`src/design/odac_regs.vh`:
```
// constants of the octal dac serial load front end
`ifndef ODAC_REGS_VH
`define ODAC_REGS_VH

// ----------------------------------------------------------------
// frame layout
// ----------------------------------------------------------------
`define ODAC_FRAME_BITS    6'h20
`define ODAC_CNT_LAST      6'h1f
`define ODAC_CNT_STEP      6'h01
`define ODAC_CMD_MSB       31
`define ODAC_CMD_LSB       28
`define ODAC_ADDR_MSB      27
`define ODAC_ADDR_LSB      24
`define ODAC_DATA_MSB      23
`define ODAC_DATA_LSB      8
`define ODAC_ADDR_ALL      4'hf
`define ODAC_CLRSEL_MSB    9
`define ODAC_CLRSEL_LSB    8
`define ODAC_REFSEL_BIT    8

// ----------------------------------------------------------------
// command codes
// ----------------------------------------------------------------
`define ODAC_CMD_WR        4'h0
`define ODAC_CMD_UPD       4'h1
`define ODAC_CMD_WR_UPDALL 4'h2
`define ODAC_CMD_WR_UPD    4'h3
`define ODAC_CMD_CLRCODE   4'h5
`define ODAC_CMD_REFSEL    4'h8

// ----------------------------------------------------------------
// clear codes and reset values
// ----------------------------------------------------------------
`define ODAC_CLR_ZERO      2'h0
`define ODAC_CLR_MID       2'h1
`define ODAC_CLR_FULL      2'h2
`define ODAC_MID16         16'h8000
`define ODAC_MID12         16'h0800
`define ODAC_FULL16        16'hffff
`define ODAC_FULL12        16'h0fff
`define ODAC_CODE_RST      16'h0000
`define ODAC_CLRCODE_RST   2'h0
`define ODAC_REFOUT_RST    1'b0
`define ODAC_SHIFT_RST     32'h0000_0000
`define ODAC_CNT_RST       6'h00
`define ODAC_EDGE_RST      1'b1
`define ODAC_PEND_RST      8'h00
`define ODAC_DAC_RST       128'h0

`endif

```
`src/design/odac_serial_load.v`:
```
// octal dac serial frame receiver, load strobe and clear logic
//
// Overview of operation
// (RULE1) frame select low enables shifting; next 32 falling serial clocks are captured
// (RULE2) frame select rising before the 32nd falling edge discards the partial frame
// (RULE3) 32-bit shift register samples data on each falling serial clock edge
// (RULE4) load strobe low copies all channels holding new data into dac registers together
// (RULE5) load strobe held permanently low still works, updating after each write
// (RULE6) clear acts on falling edge of clear input, independent of serial clock
// (RULE7) while clear input is low, load strobe is ignored entirely
// (RULE8) clear writes input and dac registers with selected zero, mid or full code
// (RULE9) after reset the clear code selects zero scale
// (RULE10) reference pin is input by default, output only when internal reference chosen
// (RULE11) frame: cmd[31:28], channel[27:24], data[23:8]; 12-bit channels use [23:12]
`timescale 1ns/1ps
`default_nettype none
`include "odac_regs.vh"

module odac_serial_load (
  // clock and reset
  input  wire         clk_sys,
  input  wire         nrst,
  // serial link
  input  wire         frame_n,
  input  wire         sclk,
  input  wire         din,
  // control pins
  input  wire         load_strobe_n,
  input  wire         async_clear_n,
  // dac side
  output reg  [127:0] dac_code_r,
  output reg          ref_out_en_r
);

  // ----------------------------------------------------------------
  // clear value per channel; channels 4..7 are 12 bit
  // ----------------------------------------------------------------
  function [15:0] clr_val;
    input [2:0] ch;
    input [1:0] code;
    begin
      case (code)
        `ODAC_CLR_MID:  clr_val = ch[2] ? `ODAC_MID12 : `ODAC_MID16;
        `ODAC_CLR_FULL: clr_val = ch[2] ? `ODAC_FULL12 : `ODAC_FULL16;
        default:        clr_val = `ODAC_CODE_RST;
      endcase
    end
  endfunction

  // ----------------------------------------------------------------
  // written value per channel; 12-bit channels keep the upper bits
  // ----------------------------------------------------------------
  function [15:0] wr_val;
    input [2:0]  ch;
    input [15:0] d;
    begin
      wr_val = ch[2] ? {4'h0, d[15:4]} : d;
    end
  endfunction

  // ----------------------------------------------------------------
  // state registers
  // ----------------------------------------------------------------
  reg         sclk_q_r;
  reg         clr_q_r;
  reg  [31:0] shift_r;
  reg  [5:0]  cnt_r;
  reg  [1:0]  clr_code_r;
  reg  [15:0] in_r [0:7];
  reg  [7:0]  pend_r;

  // ----------------------------------------------------------------
  // edges and frame decode
  // ----------------------------------------------------------------
  // fields are read from the word including the bit taken on this edge
  wire        sclk_fall  = sclk_q_r & ~sclk;
  wire        clr_fall   = clr_q_r & ~async_clear_n;  // RULE6
  wire        bit_take   = sclk_fall & ~frame_n & (cnt_r != `ODAC_FRAME_BITS);
  wire [31:0] shift_nxt  = {shift_r[30:0], din};
  wire        last_edge  = bit_take & (cnt_r == `ODAC_CNT_LAST);
  wire [3:0]  cmd        = shift_nxt[`ODAC_CMD_MSB:`ODAC_CMD_LSB];
  wire [3:0]  addr       = shift_nxt[`ODAC_ADDR_MSB:`ODAC_ADDR_LSB];
  wire [15:0] data16     = shift_nxt[`ODAC_DATA_MSB:`ODAC_DATA_LSB];
  wire        cmd_wr     = (cmd == `ODAC_CMD_WR) | (cmd == `ODAC_CMD_WR_UPD) |
                           (cmd == `ODAC_CMD_WR_UPDALL);
  wire        cmd_upd    = (cmd == `ODAC_CMD_UPD) | (cmd == `ODAC_CMD_WR_UPD);
  wire        cmd_updall = (cmd == `ODAC_CMD_WR_UPDALL);
  wire        strobe_ok  = ~load_strobe_n & async_clear_n;  // RULE7

  // ----------------------------------------------------------------
  // per channel select
  // ----------------------------------------------------------------
  reg  [7:0]  hit_v;
  reg  [7:0]  wr_v;
  reg  [7:0]  sw_upd_v;
  reg  [7:0]  load_strobe_n_v;
  reg  [7:0]  upd_v;
  integer     k;

  always @* begin
    hit_v    = 8'h00;
    wr_v     = 8'h00;
    sw_upd_v = 8'h00;
    load_strobe_n_v   = 8'h00;
    upd_v    = 8'h00;
    for (k = 0; k < 8; k = k + 1) begin
      hit_v[k]    = (addr == k[3:0]) | (addr == `ODAC_ADDR_ALL);
      wr_v[k]     = last_edge & hit_v[k] & cmd_wr;  // RULE11
      sw_upd_v[k] = last_edge & ((cmd_upd & hit_v[k]) | cmd_updall);
      // level sensitive so a strobe tied low keeps updating
      load_strobe_n_v[k]   = strobe_ok & (pend_r[k] | wr_v[k]);  // RULE4 RULE5
      upd_v[k]    = sw_upd_v[k] | load_strobe_n_v[k];
    end
  end

  // ----------------------------------------------------------------
  // edge detection
  // ----------------------------------------------------------------
  always @(posedge clk_sys) begin
    if (!nrst) begin
      sclk_q_r <= `ODAC_EDGE_RST;
      clr_q_r  <= `ODAC_EDGE_RST;
    end else begin
      sclk_q_r <= sclk;
      clr_q_r  <= async_clear_n;
    end
  end

  // ----------------------------------------------------------------
  // shift register and bit count
  // ----------------------------------------------------------------
  always @(posedge clk_sys) begin
    if (!nrst) begin
      shift_r <= `ODAC_SHIFT_RST;
      cnt_r   <= `ODAC_CNT_RST;
    end else if (frame_n) begin
      // frame select high aborts any partial frame
      cnt_r <= `ODAC_CNT_RST;  // RULE2
    end else if (bit_take) begin
      shift_r <= shift_nxt;  // RULE1 RULE3
      cnt_r   <= cnt_r + `ODAC_CNT_STEP;
    end
  end

  // ----------------------------------------------------------------
  // configuration commands
  // ----------------------------------------------------------------
  always @(posedge clk_sys) begin
    if (!nrst) begin
      clr_code_r   <= `ODAC_CLRCODE_RST;  // RULE9
      ref_out_en_r <= `ODAC_REFOUT_RST;   // RULE10
    end else if (last_edge) begin
      if (cmd == `ODAC_CMD_CLRCODE) begin
        clr_code_r <= shift_nxt[`ODAC_CLRSEL_MSB:`ODAC_CLRSEL_LSB];  // RULE8
      end
      if (cmd == `ODAC_CMD_REFSEL) begin
        ref_out_en_r <= shift_nxt[`ODAC_REFSEL_BIT];  // RULE10
      end
    end
  end

  // ----------------------------------------------------------------
  // input registers
  // ----------------------------------------------------------------
  integer     ch_in;

  always @(posedge clk_sys) begin
    if (!nrst) begin
      for (ch_in = 0; ch_in < 8; ch_in = ch_in + 1) begin
        in_r[ch_in] <= `ODAC_CODE_RST;
      end
    end else begin
      for (ch_in = 0; ch_in < 8; ch_in = ch_in + 1) begin
        if (clr_fall) begin
          in_r[ch_in] <= clr_val(ch_in[2:0], clr_code_r);  // RULE6 RULE8
        end else if (wr_v[ch_in]) begin
          in_r[ch_in] <= wr_val(ch_in[2:0], data16);
        end
      end
    end
  end

  // ----------------------------------------------------------------
  // dac registers
  // ----------------------------------------------------------------
  integer     ch_dac;

  always @(posedge clk_sys) begin
    if (!nrst) begin
      dac_code_r <= `ODAC_DAC_RST;
    end else begin
      for (ch_dac = 0; ch_dac < 8; ch_dac = ch_dac + 1) begin
        if (clr_fall) begin
          dac_code_r[ch_dac*16+:16] <= clr_val(ch_dac[2:0], clr_code_r);  // RULE8
        end else if (upd_v[ch_dac]) begin
          // every selected channel moves on the same clock edge
          dac_code_r[ch_dac*16+:16] <= wr_v[ch_dac] ? wr_val(ch_dac[2:0], data16) :
                                       in_r[ch_dac];  // RULE4
        end
      end
    end
  end

  // ----------------------------------------------------------------
  // pending new data per channel
  // ----------------------------------------------------------------
  integer     ch_pend;

  always @(posedge clk_sys) begin
    if (!nrst) begin
      pend_r <= `ODAC_PEND_RST;
    end else begin
      for (ch_pend = 0; ch_pend < 8; ch_pend = ch_pend + 1) begin
        // a transfer consumes the data; clear wins over a write
        if (clr_fall | upd_v[ch_pend]) begin
          pend_r[ch_pend] <= 1'b0;
        end else if (wr_v[ch_pend]) begin
          pend_r[ch_pend] <= 1'b1;  // RULE4
        end
      end
    end
  end

endmodule // odac_serial_load

`default_nettype wire

```
`config.mk`:
```
export PLATFORM = sky130hd
export DESIGN_NAME = odac_serial_load
export DESIGN_NICKNAME = d
export VERILOG_FILES = /design/src/design/odac_serial_load.v
export VERILOG_INCLUDE_DIRS = /design/src /design/src/design
export SDC_FILE = /design/constraint.sdc
export NUM_CORES = 1
export LEC_CHECK = 0
export BUFFER_PORTS_ARGS = -buffer_cell sky130_fd_sc_hd__buf_2
export CORE_ASPECT_RATIO = 0.9
export CORE_UTILIZATION = 55
export CTS_BUF_LIST = sky130_fd_sc_hd__clkbuf_16
export CTS_CLUSTER_SIZE = 8
export DETAILED_ROUTE_END_ITERATION = 6
export GPL_ROUTABILITY_DRIVEN = 0
export PLACE_DENSITY = 0.85
export SLEW_MARGIN = 20
export SYNTH_ARGS = -nofsm -noshare
export SYNTH_HDL_FRONTEND = slang
export SYNTH_SLANG_ARGS = --single-unit
```
`constraint.sdc`:
```
create_clock -name clk_sys -period 6.3 [get_ports clk_sys]
set_clock_uncertainty 0.05 [all_clocks]
set_input_delay 0.63 -clock clk_sys [delete_from_list [all_inputs] [get_ports clk_sys]]
set_output_delay 0.63 -clock clk_sys [all_outputs]
set_load 0.01 [all_outputs]
```
# Word-level counts from Yosys, hierarchy flattened
# Memories as Yosys holds them, arrays and structs flattened.
# Index checks and enable logic that the tools add are counted.
[word_totals] wordCells=255 ff_bits=178 output_inout_bits=129 memories=1 ram_bits=128 inputBits=7
[classes] n_mux=82 eq_ne=17 n_addsub=1 bitwise_logic=110 reduce_logical=22
[memory_table] name="in_r" depth=8 word_bits=16 rd=8 rd_ports_with_merged_regs=0 write_ports=8 line_no="odac_serial_load.v:69" source="reg [15:0] in_r [0:7];"
[op_table] operator="2-to-1 mux 16 bit" n=44
[op_table] operator="bitwise OR 1 bit" n=59
[op_table] operator="AND 1 bit" n=46
[op_table] operator="2-to-1 mux 1 bit" n=36
[op_table] operator="case mux 16 bit (2 select lines)" n=1
[op_table] operator="case mux 12 bit (2 select lines)" n=1
[op_table] operator="equality test 4 x 3 -> 1 bit (second input constant)" n=5
[op_table] operator="OR reduction 2 bit" n=9
[op_table] operator="equality test 4 x 2 -> 1 bit (second input constant)" n=4
[op_table] operator="nonzero test 2 bit" n=8
[op_table] operator="equality test 4 x 1 -> 1 bit (second input constant)" n=2
[op_table] operator="equality test 4 bit (second input constant)" n=2
[op_table] operator="logical NOT 4 bit" n=2
[op_table] operator="adder 6 x 1 -> 6 bit (second input constant)" n=1
[op_table] operator="equality test 6 x 5 -> 1 bit (second input constant)" n=1
[op_table] operator="inequality test 6 bit (second input constant)" n=1
[op_table] operator="AND reduction 2 bit" n=3
[op_table] operator="inverter 1 bit" n=5
[op_table] operator="equality test 2 x 1 -> 1 bit (second input constant)" n=1
[op_table] operator="equality test 2 bit (second input constant)" n=1

# Depth between registers and ports, before layout
# Gate-level depths: netlist of run 1.
[depth] word_depth=12 ltp_mapped=10 mapped_depth_nobuf=7

# Worst setup path before layout of run 1
# OpenSTA, ideal clock, no wires.
[synth_path] path_type="input to register" startpoint="in frame_n" endpoint="mem in_r[1][0] (netlist: in_r[0][16]) (enable)" required_time_ps=5878 n_path_buf=2 setup_ps=372 path_stages=6 slack_ps=3825 arrival_time_ps=2054 path_cell_list="nor3b_2 and4_1 buf_2 nand2_1 buf_2 nand2_1"
[synth_lines] element="start, declared" line_no="odac_serial_load.v:24" source="input wire frame_n,"
[synth_lines] element="end, declared" line_no="odac_serial_load.v:69"

# Worst setup path in the final report of run 1
[layout_path] startpoint="reg clr_q_r" endpoint="reg dac_code_r[75]"
[layout_via] elab_chain_len=2 elab_cells_between_ends=3 classes_between="mux (1); bitwise (1); reduce/logical (1)"
[layout_lines] element="start, declared" line_no="odac_serial_load.v:65" source="reg clr_q_r;"
[layout_lines] element="start signal, assigned" line_no="odac_serial_load.v:122" source="clr_q_r <= `ODAC_EDGE_RST;"
[layout_lines] element="start signal, assigned" line_no="odac_serial_load.v:125" source="clr_q_r <= async_clear_n;"
[layout_lines] element="AND 1 bit *" line_no="odac_serial_load.v:77" source="wire clr_fall = clr_q_r & ~async_clear_n;"
[layout_lines] element="2-to-1 mux 16 bit or nonzero test 2 bit (tied branches)"
[layout_lines] element="end signal, assigned" line_no="odac_serial_load.v:190" source="dac_code_r <= `ODAC_DAC_RST;"
[layout_lines] element="end signal, assigned by index" line_no="odac_serial_load.v:194" source="dac_code_r[ch_dac*16+:16] <= clr_val(ch_dac[2:0], clr_code_r);"
[layout_lines] element="end signal, assigned by index" line_no="odac_serial_load.v:197" source="dac_code_r[ch_dac*16+:16] <= wr_v[ch_dac] ? wr_val(ch_dac[2:0], data16) :"
[layout_lines] element="end, declared" line_no="odac_serial_load.v:31" source="output reg [127:0] dac_code_r,"
# Every way passes the cells marked *; elsewhere a longest branch is shown, timed or not.
# A chain may end at the register's enable or synchronous reset.

==> impl_results.rst, run 1 <==
.. list-table::
   :header-rows: 1

   * - Metric
     - Value
   * - Post-Synthesis Cells
     - 1323
   * - Sequential cell area fraction in the yosys report
     - 51.83%
   * - Sum of met2 wire segment lengths after detailed routing
     - 14.76 mm
   * - Fraction of the cycle the final worst path needs
     - 50.92%
   * - Area delta synth->final
     - 13.38%
   * - IO buf count
     - 119
   * - Worst Hold Launch
     - async_clear_n
   * - Footprint of the multi-input gates
     - 5508 um2
   * - Final hold vios
     - 0
   * - CP arrival
     - 3.56 ns
   * - Number of remaining DRC errors
     - 0
   * - Max clock buf depth
     - 3
   * - Top routing layer in use
     - met4
   * - Main flop type after synthesis
     - sky130_fd_sc_hd__dfxtp_1
   * - Crit. End Element
     - flip-flop
   * - Count of cells along the worst hold path
     - 2
   * - Worst Reg2Reg Path Length in Cells
     - 6
   * - Reg-to-reg critical path startpoint
     - clr_q_r
   * - Async S/R FF share, synth
     - 0%
   * - Worst max-slew margin expressed relative to the limit
     - 32.89%
   * - Routed via count
     - 10240
   * - Synthesized area per cell
     - 9.634 um2
   * - Number of library cell types mapped by synthesis
     - 61
   * - Number of setup buffers added after CTS
     - 0
   * - Post-detailed-placement half-perimeter wirelength
     - 19.32 mm
   * - Filler Cell Count
     - 1797
   * - Critical path fanouts, max
     - 59
   * - Count of nets left with antenna violations after detail routing
     - 0
   * - Layout Nets
     - 1383
   * - Worst ir drop on vdd
     - 158.6 uV
   * - Final setup violation count
     - 0
   * - Initial antenna violation count
     - 0
   * - Post-detailed-routing wire length
     - 32.05 mm
   * - Clock sink count
     - 274
   * - Detailed Routing Iterations Pass 1
     - 5
   * - Routed length on met3
     - 2.710 mm
   * - Finished Cell Area
     - 14450 um2
   * - Clock buffer count from CTS
     - 40
   * - Most common cell after layout, fill and taps aside
     - sky130_fd_sc_hd__nand2_1
   * - Required time of the worst setup path
     - 6.65 ns
   * - Static leakage power
     - 6.325 nW
   * - Pwr per Cell Area
     - 290.1 nW/um2
   * - Fraction of final layout cells sized beyond drive strength 1
     - 15.97%
   * - Area of the mapped netlist
     - 12750 um2
   * - Wire length of the first global-routing pass
     - 51.11 mm
   * - Count of warnings emitted by yosys
     - 0
   * - Post-CTS clock slew at the launch and capture registers of the worst setup and hold paths
     - 0.05 ns
   * - Cell area reported after detailed placement
     - 13280 um2
   * - Achievable Freq
     - 0.3117 GHz
   * - Run status
     - completed
   * - Least-Margin Pin Slew
     - 1.003 ns
   * - Reg-to-reg critical path endpoint
     - dac_code_r[75]
   * - Maximum Capacitance Violations
     - 0
   * - I/O pin count
     - 136
   * - Endpoint of the worst hold-timing path
     - clr_q_r
   * - Die Span X
     - 162.5 um
   * - Count of inserted antenna diode cells
     - 0
   * - CTS tree
     - done
   * - Effective utilization at floorplan
     - 56.29%
   * - PostCTS Resize Cnt
     - 0
   * - Clk root buf
     - sky130_fd_sc_hd__clkbuf_16
   * - Worst setup slack for register-to-register paths
     - 3.09 ns
   * - CORE AREA
     - 22640 um2
   * - Kind of launch point of the worst setup path
     - flip-flop
   * - CTS Hold Bufs
     - 0
   * - Initial DRC count
     - 1044
   * - Grt ovf
     - 0
   * - Seq cells post-synth
     - 274
   * - Final sum of negative setup slack
     - 0 ns
   * - Die boundary height
     - 146.4 um
   * - Number of H-tree levels
     - 2
   * - WL met1
     - 13.62 mm
   * - Unrepaired setup endpoints after global routing
     - no
   * - Number of global-route vias before repair
     - 9613
   * - Pin count of the biggest net entering global routing
     - 75
   * - Count of flip-flops with a built-in enable after synthesis
     - 112
   * - Final max-slew violation count
     - 0
   * - Mean routed wirelength per cell
     - 18.85 um
   * - Commonest non-fill, non-tap cells in the layout
     - sky130_fd_sc_hd__nand2_1 (364), sky130_fd_sc_hd__dfxtp_1 (162), sky130_fd_sc_hd__buf_2 (119)
   * - Total track usage
     - 27.18%
   * - Die area
     - 23790 um2
   * - Standard-cell rows
     - 52
   * - Average vias per placed instance
     - 6.025
   * - Path type of the worst min-delay path
     - in2reg
   * - Classification of the worst setup path
     - reg2reg
   * - Clock insertion delay at the later pin of the skew report
     - 0.52 ns
   * - Min Tclk post-route
     - 3.208 ns
   * - Sequential cell area
     - 6606 um2
## state kept, by name (all words and copies together) (netlist names)
| signal | flops |
|---|---|
| dac_code_r | 112 |
| in_r | 112 |
| shift_r | 31 |
| pend_r | 8 |
| cnt_r | 6 |
| clr_code_r | 2 |
| clr_q_r | 1 |
| ref_out_en_r | 1 |
| sclk_q_r | 1 |
## worst max-delay path by stage
stage	from	to	slack, ns	cells after the start
floorplan	frame_n	in_r[0][16]	3.82	6
global placement	async_clear_n	dac_code_r[19]	2.55	7
detailed placement	nrst	dac_code_r[61]	2.59	6
CTS	clr_q_r	dac_code_r[75]	3.14	6
global route	cnt_r[0]	dac_code_r[122]	2.85	7
finish	clr_q_r	dac_code_r[75]	3.09	6
## Yosys cell counts (all sizes together), types with 3 or more instances
cell type	instances	area, um2
nor2b	8	50.05
or2	3	18.77
buf	62	384.1
xnor2	4	35.03
nand2	370	1406
o21ai	3	15.01
a311o	60	600.6
nand3	77	385.4
a21oi	7	35.03
a22o	48	420.4
a21boi	113	848.3
a221oi	4	105.1
nand2b	11	71.32
clkbuf	88	330.3
nor2	32	155.2
inv	4	15.01
o21a	4	30.03
nand4	6	52.55
o31ai	4	30.03
edfxtp	112	3363
nor4b	3	41.29
o211a	5	50.05
a21o	89	668.1
a211oi	7	67.57
dfxtp	162	3243
mux2i	5	50.05
ha	3	37.54
and2	6	37.54
## cells by family after synthesis
| group | after synthesis | synth area share, % |
|---|---|---|
| buffers and inverters | 154 | 5.723 |
| AOI/OAI and AO/OA | 350 | 22.96 |
| xor gates and xnor gates | 6 | 0.4123 |
| other | 1 | 0.02942 |
| adders and majority gates | 3 | 0.2945 |
| DFF | 274 | 51.83 |
| and+or+nand+nor | 528 | 18.18 |
| muxes | 7 | 0.5694 |
## per-stage QoR
step	instances	setup slack (ns)	hold WS, ns	util [%]	total power [mW]
2_1_floorplan	1338	3.825	0.3823	-	2.216
3_3_place_gp	1625	2.547	0.3860	58.48	2.291
3_5_place_dp	1628	2.589	0.3889	58.66	2.304
4_1_cts	1700	3.136	0.2979	63.77	4.209
5_1_grt	1700	2.846	0.2979	63.83	4.329
6_report	1700	3.092	0.3057	63.83	4.193
## layer usage
| metal | vias to the layer above | track usage [%] |
|---|---|---|
| li1 | 4756 | - |
| met1 | 4933 | 37.49 |
| met2 | 484 | 42.31 |
| met3 | 69 | 4.460 |
| met4 | 0 | 11.51 |
| met5 | - | 0 |
## area by class of cell
cell class | instances | area share [%]
repair buffers | 143 | 5.498
inverters | 4 | 0.1039
multi-input cells | 910 | 38.11
flip-flops and latches | 274 | 45.71
well taps | 297 | 2.571
clock inverters | 31 | 0.9004
clock buffers | 41 | 7.100
## critical path, stage by stage (launching register included)
cell and delay [ns]:
sky130_fd_sc_hd__dfxtp_1 0.33, sky130_fd_sc_hd__nand2b_4 0.47, sky130_fd_sc_hd__buf_4 0.68, sky130_fd_sc_hd__nand2_2 0.35, sky130_fd_sc_hd__a221oi_4 0.83, sky130_fd_sc_hd__a311o_1 0.25
sky130_fd_sc_hd__a21boi_0 0.09
## where the power goes
group / switching [mW] / leakage, nW / total (mW) / internal (mW)
registers: 0.0338 / 2.57 / 1.97 / 1.93
logic: 0.192 / 3.09 / 0.306 / 0.115
clock network: 0.754 / 0.664 / 1.92 / 1.16
(Power assumes the default switching activity.)
==> inputs of run 2 (changes only) <==
- clock period: 6.3 -> 3.3 ns (I/O delays scaled with it)
==> run 2 against run 1 <==
Against the previous run:
- routed wire length up 1.2%
- via count up 1.1%
- power up 90%
- sequential cell count unchanged
- die area unchanged
- setup slack worse by 2.7 ns
==> impl_results.rst, run 2 (synthesis results as in run 1) <==
.. list-table::
   :header-rows: 1

   * - Metric
     - Value
   * - Run status
     - completed (unchanged)
   * - Classification of the worst setup path
     - reg2reg (unchanged)
   * - Clock insertion delay at the later pin of the skew report
     - 0.50 ns (was 0.52 ns)
   * - Effective utilization at floorplan
     - 56.29% (unchanged)
   * - CTS tree
     - done (unchanged)
   * - Fraction of the cycle the final worst path needs
     - 87.11% (was 50.92%)
   * - Average vias per placed instance
     - 6.039 (was 6.025)
   * - IO buf count
     - 119 (unchanged)
   * - Maximum Capacitance Violations
     - 0 (unchanged)
   * - PostCTS Resize Cnt
     - 0 (unchanged)
   * - CTS Hold Bufs
     - 0 (unchanged)
   * - Die Span X
     - 162.5 um (unchanged)
   * - Clock sink count
     - 274 (unchanged)
   * - Least-Margin Pin Slew
     - 1.129 ns (was 1.003 ns)
   * - Slack of the critical path
     - 0.4253 ns (was 3.092 ns)
   * - Die boundary height
     - 146.4 um (unchanged)
   * - Worst ir drop on vdd
     - 389.2 uV (was 158.6 uV)
   * - Pin count of the biggest net entering global routing
     - 83 (was 75)
   * - Reg-to-reg critical path endpoint
     - in_r[1][26] (was dac_code_r[75])
   * - Routed via count
     - 10350 (was 10240)
   * - Area delta synth->final
     - 13.99% (was 13.38%)
   * - Required time of the worst setup path
     - 3.61 ns (was 6.65 ns)
   * - Crit. End Element
     - flip-flop (unchanged)
   * - Worst Hold Launch
     - async_clear_n (unchanged)
   * - Footprint of the multi-input gates
     - 5498 um2 (was 5508 um2)
   * - Finished Cell Area
     - 14530 um2 (was 14450 um2)
   * - Max clock buf depth
     - 3 (unchanged)
   * - Count of inserted antenna diode cells
     - 0 (unchanged)
   * - Endpoint of the worst hold-timing path
     - clr_q_r (unchanged)
   * - Path type of the worst min-delay path
     - in2reg (unchanged)
   * - Grt ovf
     - 0 (unchanged)
   * - Number of setup buffers added after CTS
     - 0 (unchanged)
   * - Total track usage
     - 26.78% (was 27.18%)
   * - Initial DRC count
     - 1075 (was 1044)
   * - Worst Reg2Reg Path Length in Cells
     - 6 (unchanged)
   * - Final hold vios
     - 0 (unchanged)
   * - Cell area reported after detailed placement
     - 13390 um2 (was 13280 um2)
   * - Worst setup slack for register-to-register paths
     - 0.43 ns (was 3.09 ns)
   * - Initial antenna violation count
     - 0 (unchanged)
   * - Final setup violation count
     - 0 (unchanged)
   * - Post-detailed-routing wire length
     - 32.44 mm (was 32.05 mm)
   * - Static leakage power
     - 6.385 nW (was 6.325 nW)
   * - Commonest non-fill, non-tap cells in the layout
     - sky130_fd_sc_hd__nand2_1 (365), sky130_fd_sc_hd__dfxtp_1 (162), sky130_fd_sc_hd__buf_2 (119) (was sky130_fd_sc_hd__nand2_1 (364), sky130_fd_sc_hd__dfxtp_1 (162), sky130_fd_sc_hd__buf_2 (119))
   * - Number of global-route vias before repair
     - 9602 (was 9613)
   * - Registers with the most flip-flops
     - dac_code_r x112, in_r x112, shift_r x31 (unchanged)
   * - Post-detailed-placement half-perimeter wirelength
     - 20.02 mm (was 19.32 mm)
   * - Mean routed wirelength per cell
     - 18.92 um (was 18.85 um)
   * - Reg-to-reg critical path startpoint
     - cnt_r[0] (was clr_q_r)
   * - Kind of launch point of the worst setup path
     - flip-flop (unchanged)
   * - Fraction of final layout cells sized beyond drive strength 1
     - 16.80% (was 15.97%)
   * - Clk root buf
     - sky130_fd_sc_hd__clkbuf_16 (unchanged)
   * - Count of cells along the worst hold path
     - 2 (unchanged)
   * - Sequential cell area
     - 6606 um2 (unchanged)
   * - Filler Cell Count
     - 1747 (was 1797)
   * - Clock buffer count from CTS
     - 40 (unchanged)
   * - Detailed Routing Iterations Pass 1
     - 6 (was 5)
   * - Min Tclk post-route
     - 2.875 ns (was 3.208 ns)
   * - CORE AREA
     - 22640 um2 (unchanged)
   * - Post-CTS clock slew at the launch and capture registers of the worst setup and hold paths
     - 0.05 ns (about the same)
   * - Final sum of negative setup slack
     - 0 ns (unchanged)
   * - Pwr per Cell Area
     - 548.6 nW/um2 (was 290.1 nW/um2)
   * - Number of H-tree levels
     - 2 (unchanged)
   * - CP arrival
     - 3.19 ns (was 3.56 ns)
   * - I/O pin count
     - 136 (unchanged)
   * - Standard-cell rows
     - 52 (unchanged)
   * - Count of nets left with antenna violations after detail routing
     - 0 (unchanged)
   * - Wire length of the first global-routing pass
     - 50.67 mm (was 51.11 mm)
   * - Die area
     - 23790 um2 (unchanged)
   * - Unrepaired setup endpoints after global routing
     - no (unchanged)
   * - Final max-slew violation count
     - 0 (unchanged)
   * - Worst max-slew margin expressed relative to the limit
     - 24.56% (was 32.89%)
   * - Final-layout worst hold slack
     - 0.02521 ns (was 0.3057 ns)
   * - Achievable Freq
     - 0.3479 GHz (was 0.3117 GHz)
   * - Dpl ws
     - 0.4566 ns (was 2.589 ns)
   * - Most common cell after layout, fill and taps aside
     - sky130_fd_sc_hd__nand2_1 (unchanged)
   * - Number of remaining DRC errors
     - 0 (unchanged)
   * - Critical path fanouts, max
     - 13 (was 59)
   * - Layout Nets
     - 1400 (was 1383)
   * - Utilization after layout
     - 64.17% (was 63.83%)
## run 2: metal layers
layer  GRT usage [%]  wire, um  vias up
li1                -         -     4790
met1           37.06     13340     4936
met2           42.22     14860      551
met3           4.688      3280       74
met4           9.340       958        0
met5               0         0        -
## run 2: cell type report
cell class                 instances  share of cell area, %
clock inverter                    28                 0.7492
timing repair buffer             160                  6.218
clock buffer                      41                  7.062
sequential                       274                  45.47
inverter                           4                 0.1033
tap                              297                  2.558
multi-input combinational        910                  37.84
## run 2: report_power, final
| part | switching, mW | leakage [nW] | internal, mW |
|---|---|---|---|
| clock | 1.41 | 0.649 | 2.21 |
| sequential | 0.0598 | 2.57 | 3.69 |
| combinational | 0.372 | 3.17 | 0.224 |
| total | 1.84 | 6.39 | 6.13 |
## run 2: how the worst max path moves through the flow
stage          startpoint          end  slack (ns)  cells after the start
6_report         cnt_r[0]  in_r[1][26]        0.43                      6
5_1_grt          cnt_r[0]  in_r[1][26]        0.20                      6
4_1_cts          cnt_r[0]  in_r[1][26]        0.45                      6
3_5_place_dp      frame_n  in_r[1][26]        0.46                      6
3_3_place_gp      frame_n  in_r[1][17]        0.60                      6
2_1_floorplan    cnt_r[0]  in_r[0][16]        1.01                      7
## run 2: critical path, cell delays in order (launching register included)
cell	delay, ns
sky130_fd_sc_hd__dfxtp_1	0.40
sky130_fd_sc_hd__ha_1	0.21
sky130_fd_sc_hd__and3_1	0.25
sky130_fd_sc_hd__and4_1	0.53
sky130_fd_sc_hd__nand2b_1	0.38
sky130_fd_sc_hd__nor2_1	0.67
sky130_fd_sc_hd__a21o_1	0.24
## run 2: stage by stage
step                instances  power (mW)
floorplan                1338       4.231
global placement         1645       4.383
detailed placement       1645       4.407
CTS                      1714       8.002
global route             1714       8.208
finish                   1714       7.971
==> inputs of run 3 (changes only) <==
- MAX_ROUTING_LAYER: not set -> met4
==> run 3 against run 2 <==
Against the previous run:
- register-to-register slack about the same
- highest routed layer unchanged
- count of clock-buffer cells in the layout unchanged
- hold slack improved by 0.0022 ns
- largest cell class unchanged
- clock power about the same
- sequential cell count unchanged
- critical endpoint unchanged
- cell count unchanged
- core utilization unchanged
- final area unchanged
- routed wire length about the same
- power about the same
- largest power group unchanged
- combinational power about the same
==> impl_results.rst, run 3 (synthesis results as in run 1) <==
.. list-table::
   :header-rows: 1

   * - Metric
     - Value
   * - Least-Margin Pin Slew
     - 1.120 ns (was 1.129 ns)
   * - Run status
     - completed (unchanged)
   * - CTS Hold Bufs
     - 0 (unchanged)
   * - IO buf count
     - 119 (unchanged)
   * - Footprint of the multi-input gates
     - 5498 um2 (unchanged)
   * - Grt ovf
     - 0 (unchanged)
   * - Most common cell after layout, fill and taps aside
     - sky130_fd_sc_hd__nand2_1 (unchanged)
   * - Static leakage power
     - 6.385 nW (unchanged)
   * - Fraction of final layout cells sized beyond drive strength 1
     - 16.80% (unchanged)
   * - CP arrival
     - 3.19 ns (about the same)
   * - Post-detailed-placement half-perimeter wirelength
     - 20.02 mm (unchanged)
   * - Clock buffer count from CTS
     - 40 (unchanged)
   * - Number of global-route vias before repair
     - 9598 (was 9602)
   * - Die area
     - 23790 um2 (unchanged)
   * - Sequential cell area
     - 6606 um2 (unchanged)
   * - Min Tclk post-route
     - 2.872 ns (was 2.875 ns)
   * - Wire length of the first global-routing pass
     - 50.67 mm (unchanged)
   * - Commonest non-fill, non-tap cells in the layout
     - sky130_fd_sc_hd__nand2_1 (365), sky130_fd_sc_hd__dfxtp_1 (162), sky130_fd_sc_hd__buf_2 (119) (unchanged)
   * - PostCTS Resize Cnt
     - 0 (unchanged)
   * - Clock sink count
     - 274 (unchanged)
   * - Pin count of the biggest net entering global routing
     - 83 (unchanged)
   * - Effective utilization at floorplan
     - 56.29% (unchanged)
   * - Final-layout worst hold slack
     - 0.02745 ns (was 0.02521 ns)
   * - I/O pin count
     - 136 (unchanged)
   * - Number of remaining DRC errors
     - 0 (unchanged)
   * - Initial DRC count
     - 1235 (was 1075)
   * - Final hold vios
     - 0 (unchanged)
   * - Detailed Routing Iterations Pass 1
     - 6 (unchanged)
   * - Registers with the most flip-flops
     - dac_code_r x112, in_r x112, shift_r x31 (unchanged)
   * - Mean routed wirelength per cell
     - 18.91 um (was 18.92 um)
   * - Achievable Freq
     - 0.3482 GHz (was 0.3479 GHz)
   * - Slowest Stage Delay on Critical Path
     - 0.67 ns (about the same)
   * - Worst ir drop on vdd
     - 389.1 uV (was 389.2 uV)
   * - Path type of the worst min-delay path
     - in2reg (unchanged)
   * - Area delta synth->final
     - 13.99% (unchanged)
   * - Crit. End Element
     - flip-flop (unchanged)
   * - Clk root buf
     - sky130_fd_sc_hd__clkbuf_16 (unchanged)
   * - Worst max-slew margin expressed relative to the limit
     - 25.15% (was 24.56%)
   * - Cell Chain, Critical Path
     - ha_1, and3_1, and4_1, nand2b_1, nor2_1, a21o_1 (unchanged)
   * - Total track usage
     - 27.63% (was 26.78%)
   * - Finished Cell Area
     - 14530 um2 (unchanged)
   * - CTS tree
     - done (unchanged)
   * - Dpl ws
     - 0.4566 ns (unchanged)
   * - Maximum Capacitance Violations
     - 0 (unchanged)
   * - Kind of launch point of the worst setup path
     - flip-flop (unchanged)
   * - Worst Reg2Reg Path Length in Cells
     - 6 (unchanged)
   * - Layout Nets
     - 1400 (unchanged)
   * - Initial antenna violation count
     - 0 (unchanged)
   * - Filler Cell Count
     - 1747 (unchanged)
   * - Final max-slew violation count
     - 0 (unchanged)
   * - CORE AREA
     - 22640 um2 (unchanged)
   * - Pwr per Cell Area
     - 548.2 nW/um2 (was 548.6 nW/um2)
   * - Average vias per placed instance
     - 6.054 (was 6.039)
   * - Fraction of the cycle the final worst path needs
     - 87.04% (was 87.11%)
   * - Number of H-tree levels
     - 2 (unchanged)
   * - Critical path fanouts, max
     - 13 (unchanged)
   * - Count of cells along the worst hold path
     - 2 (unchanged)
   * - Count of inserted antenna diode cells
     - 0 (unchanged)
   * - Final sum of negative setup slack
     - 0 ns (unchanged)
   * - Total chip power
     - 7.965 mW (was 7.971 mW)
   * - Slack of the critical path
     - 0.4278 ns (was 0.4253 ns)
   * - Die boundary height
     - 146.4 um (unchanged)
   * - Count of nets left with antenna violations after detail routing
     - 0 (unchanged)
   * - Classification of the worst setup path
     - reg2reg (unchanged)
   * - Standard-cell rows
     - 52 (unchanged)
   * - Clock insertion delay at the later pin of the skew report
     - 0.51 ns (was 0.50 ns)
   * - Slowest CP cell
     - sky130_fd_sc_hd__nor2_1 (unchanged)
   * - Unrepaired setup endpoints after global routing
     - no (unchanged)
   * - Cell area reported after detailed placement
     - 13390 um2 (unchanged)
   * - Post-CTS clock slew at the launch and capture registers of the worst setup and hold paths
     - 0.05 ns (about the same)
   * - Routed via count
     - 10380 (was 10350)
   * - Die Span X
     - 162.5 um (unchanged)
   * - Final setup violation count
     - 0 (unchanged)
   * - Max clock buf depth
     - 3 (unchanged)
   * - Number of setup buffers added after CTS
     - 0 (unchanged)
   * - Post-detailed-routing wire length
     - 32.42 mm (was 32.44 mm)
   * - Required time of the worst setup path
     - 3.62 ns (was 3.61 ns)
==> run 3: metrics by stage <==
step | util, % | std cells
floorplan | - | 1338
global placement | 59.15 | 1645
detailed placement | 59.15 | 1645
CTS | 64.16 | 1714
global route | 64.17 | 1714
finish | 64.17 | 1714
==> run 3: path summary, 6_finish.rpt <==
check                      start              to  slack (ns)
setup / recovery        cnt_r[0]     in_r[1][26]        0.43
hold / removal     async_clear_n         clr_q_r        0.03
setup reg to reg        cnt_r[0]     in_r[1][26]        0.43
hold reg to reg   dac_code_r[38]  dac_code_r[38]        0.39
==> run 3: worst max-delay path: cells and delay by family, from the launching register on <==
family / cells / cell delay [ns]
DFF: 1 / 0.40
and+or+nand+nor: 4 / 1.83
AOI/OAI and AO/OA: 1 / 0.24
adders and majority gates: 1 / 0.21
==> run 3: layout make-up <==
type | instances | area share (%)
clock inverter | 28 | 0.7492
clock buffer | 41 | 7.062
timing repair buffer | 160 | 6.218
sequential | 274 | 45.47
inverter | 4 | 0.1033
multi-input combinational | 910 | 37.84
tap | 297 | 2.558
==> run 3: where the power goes <==
group | switching, mW | internal [mW] | leakage [nW] | total (mW)
Combinational | 0.372 | 0.224 | 3.17 | 0.596
Clock | 1.41 | 2.21 | 0.649 | 3.62
Sequential | 0.0599 | 3.69 | 2.57 | 3.75
Total | 1.84 | 6.13 | 6.39 | 7.97
==> run 3: layer usage <==
| metal | vias up | track usage [%] | wire length (um) |
|---|---|---|---|
| met1 | 4928 | 37.08 | 13040 |
| met2 | 579 | 42.29 | 14940 |
| met3 | 80 | 4.602 | 3469 |
| met5 | - | - | 0 |
| met4 | 0 | 9.481 | 963 |
| li1 | 4790 | - | - |
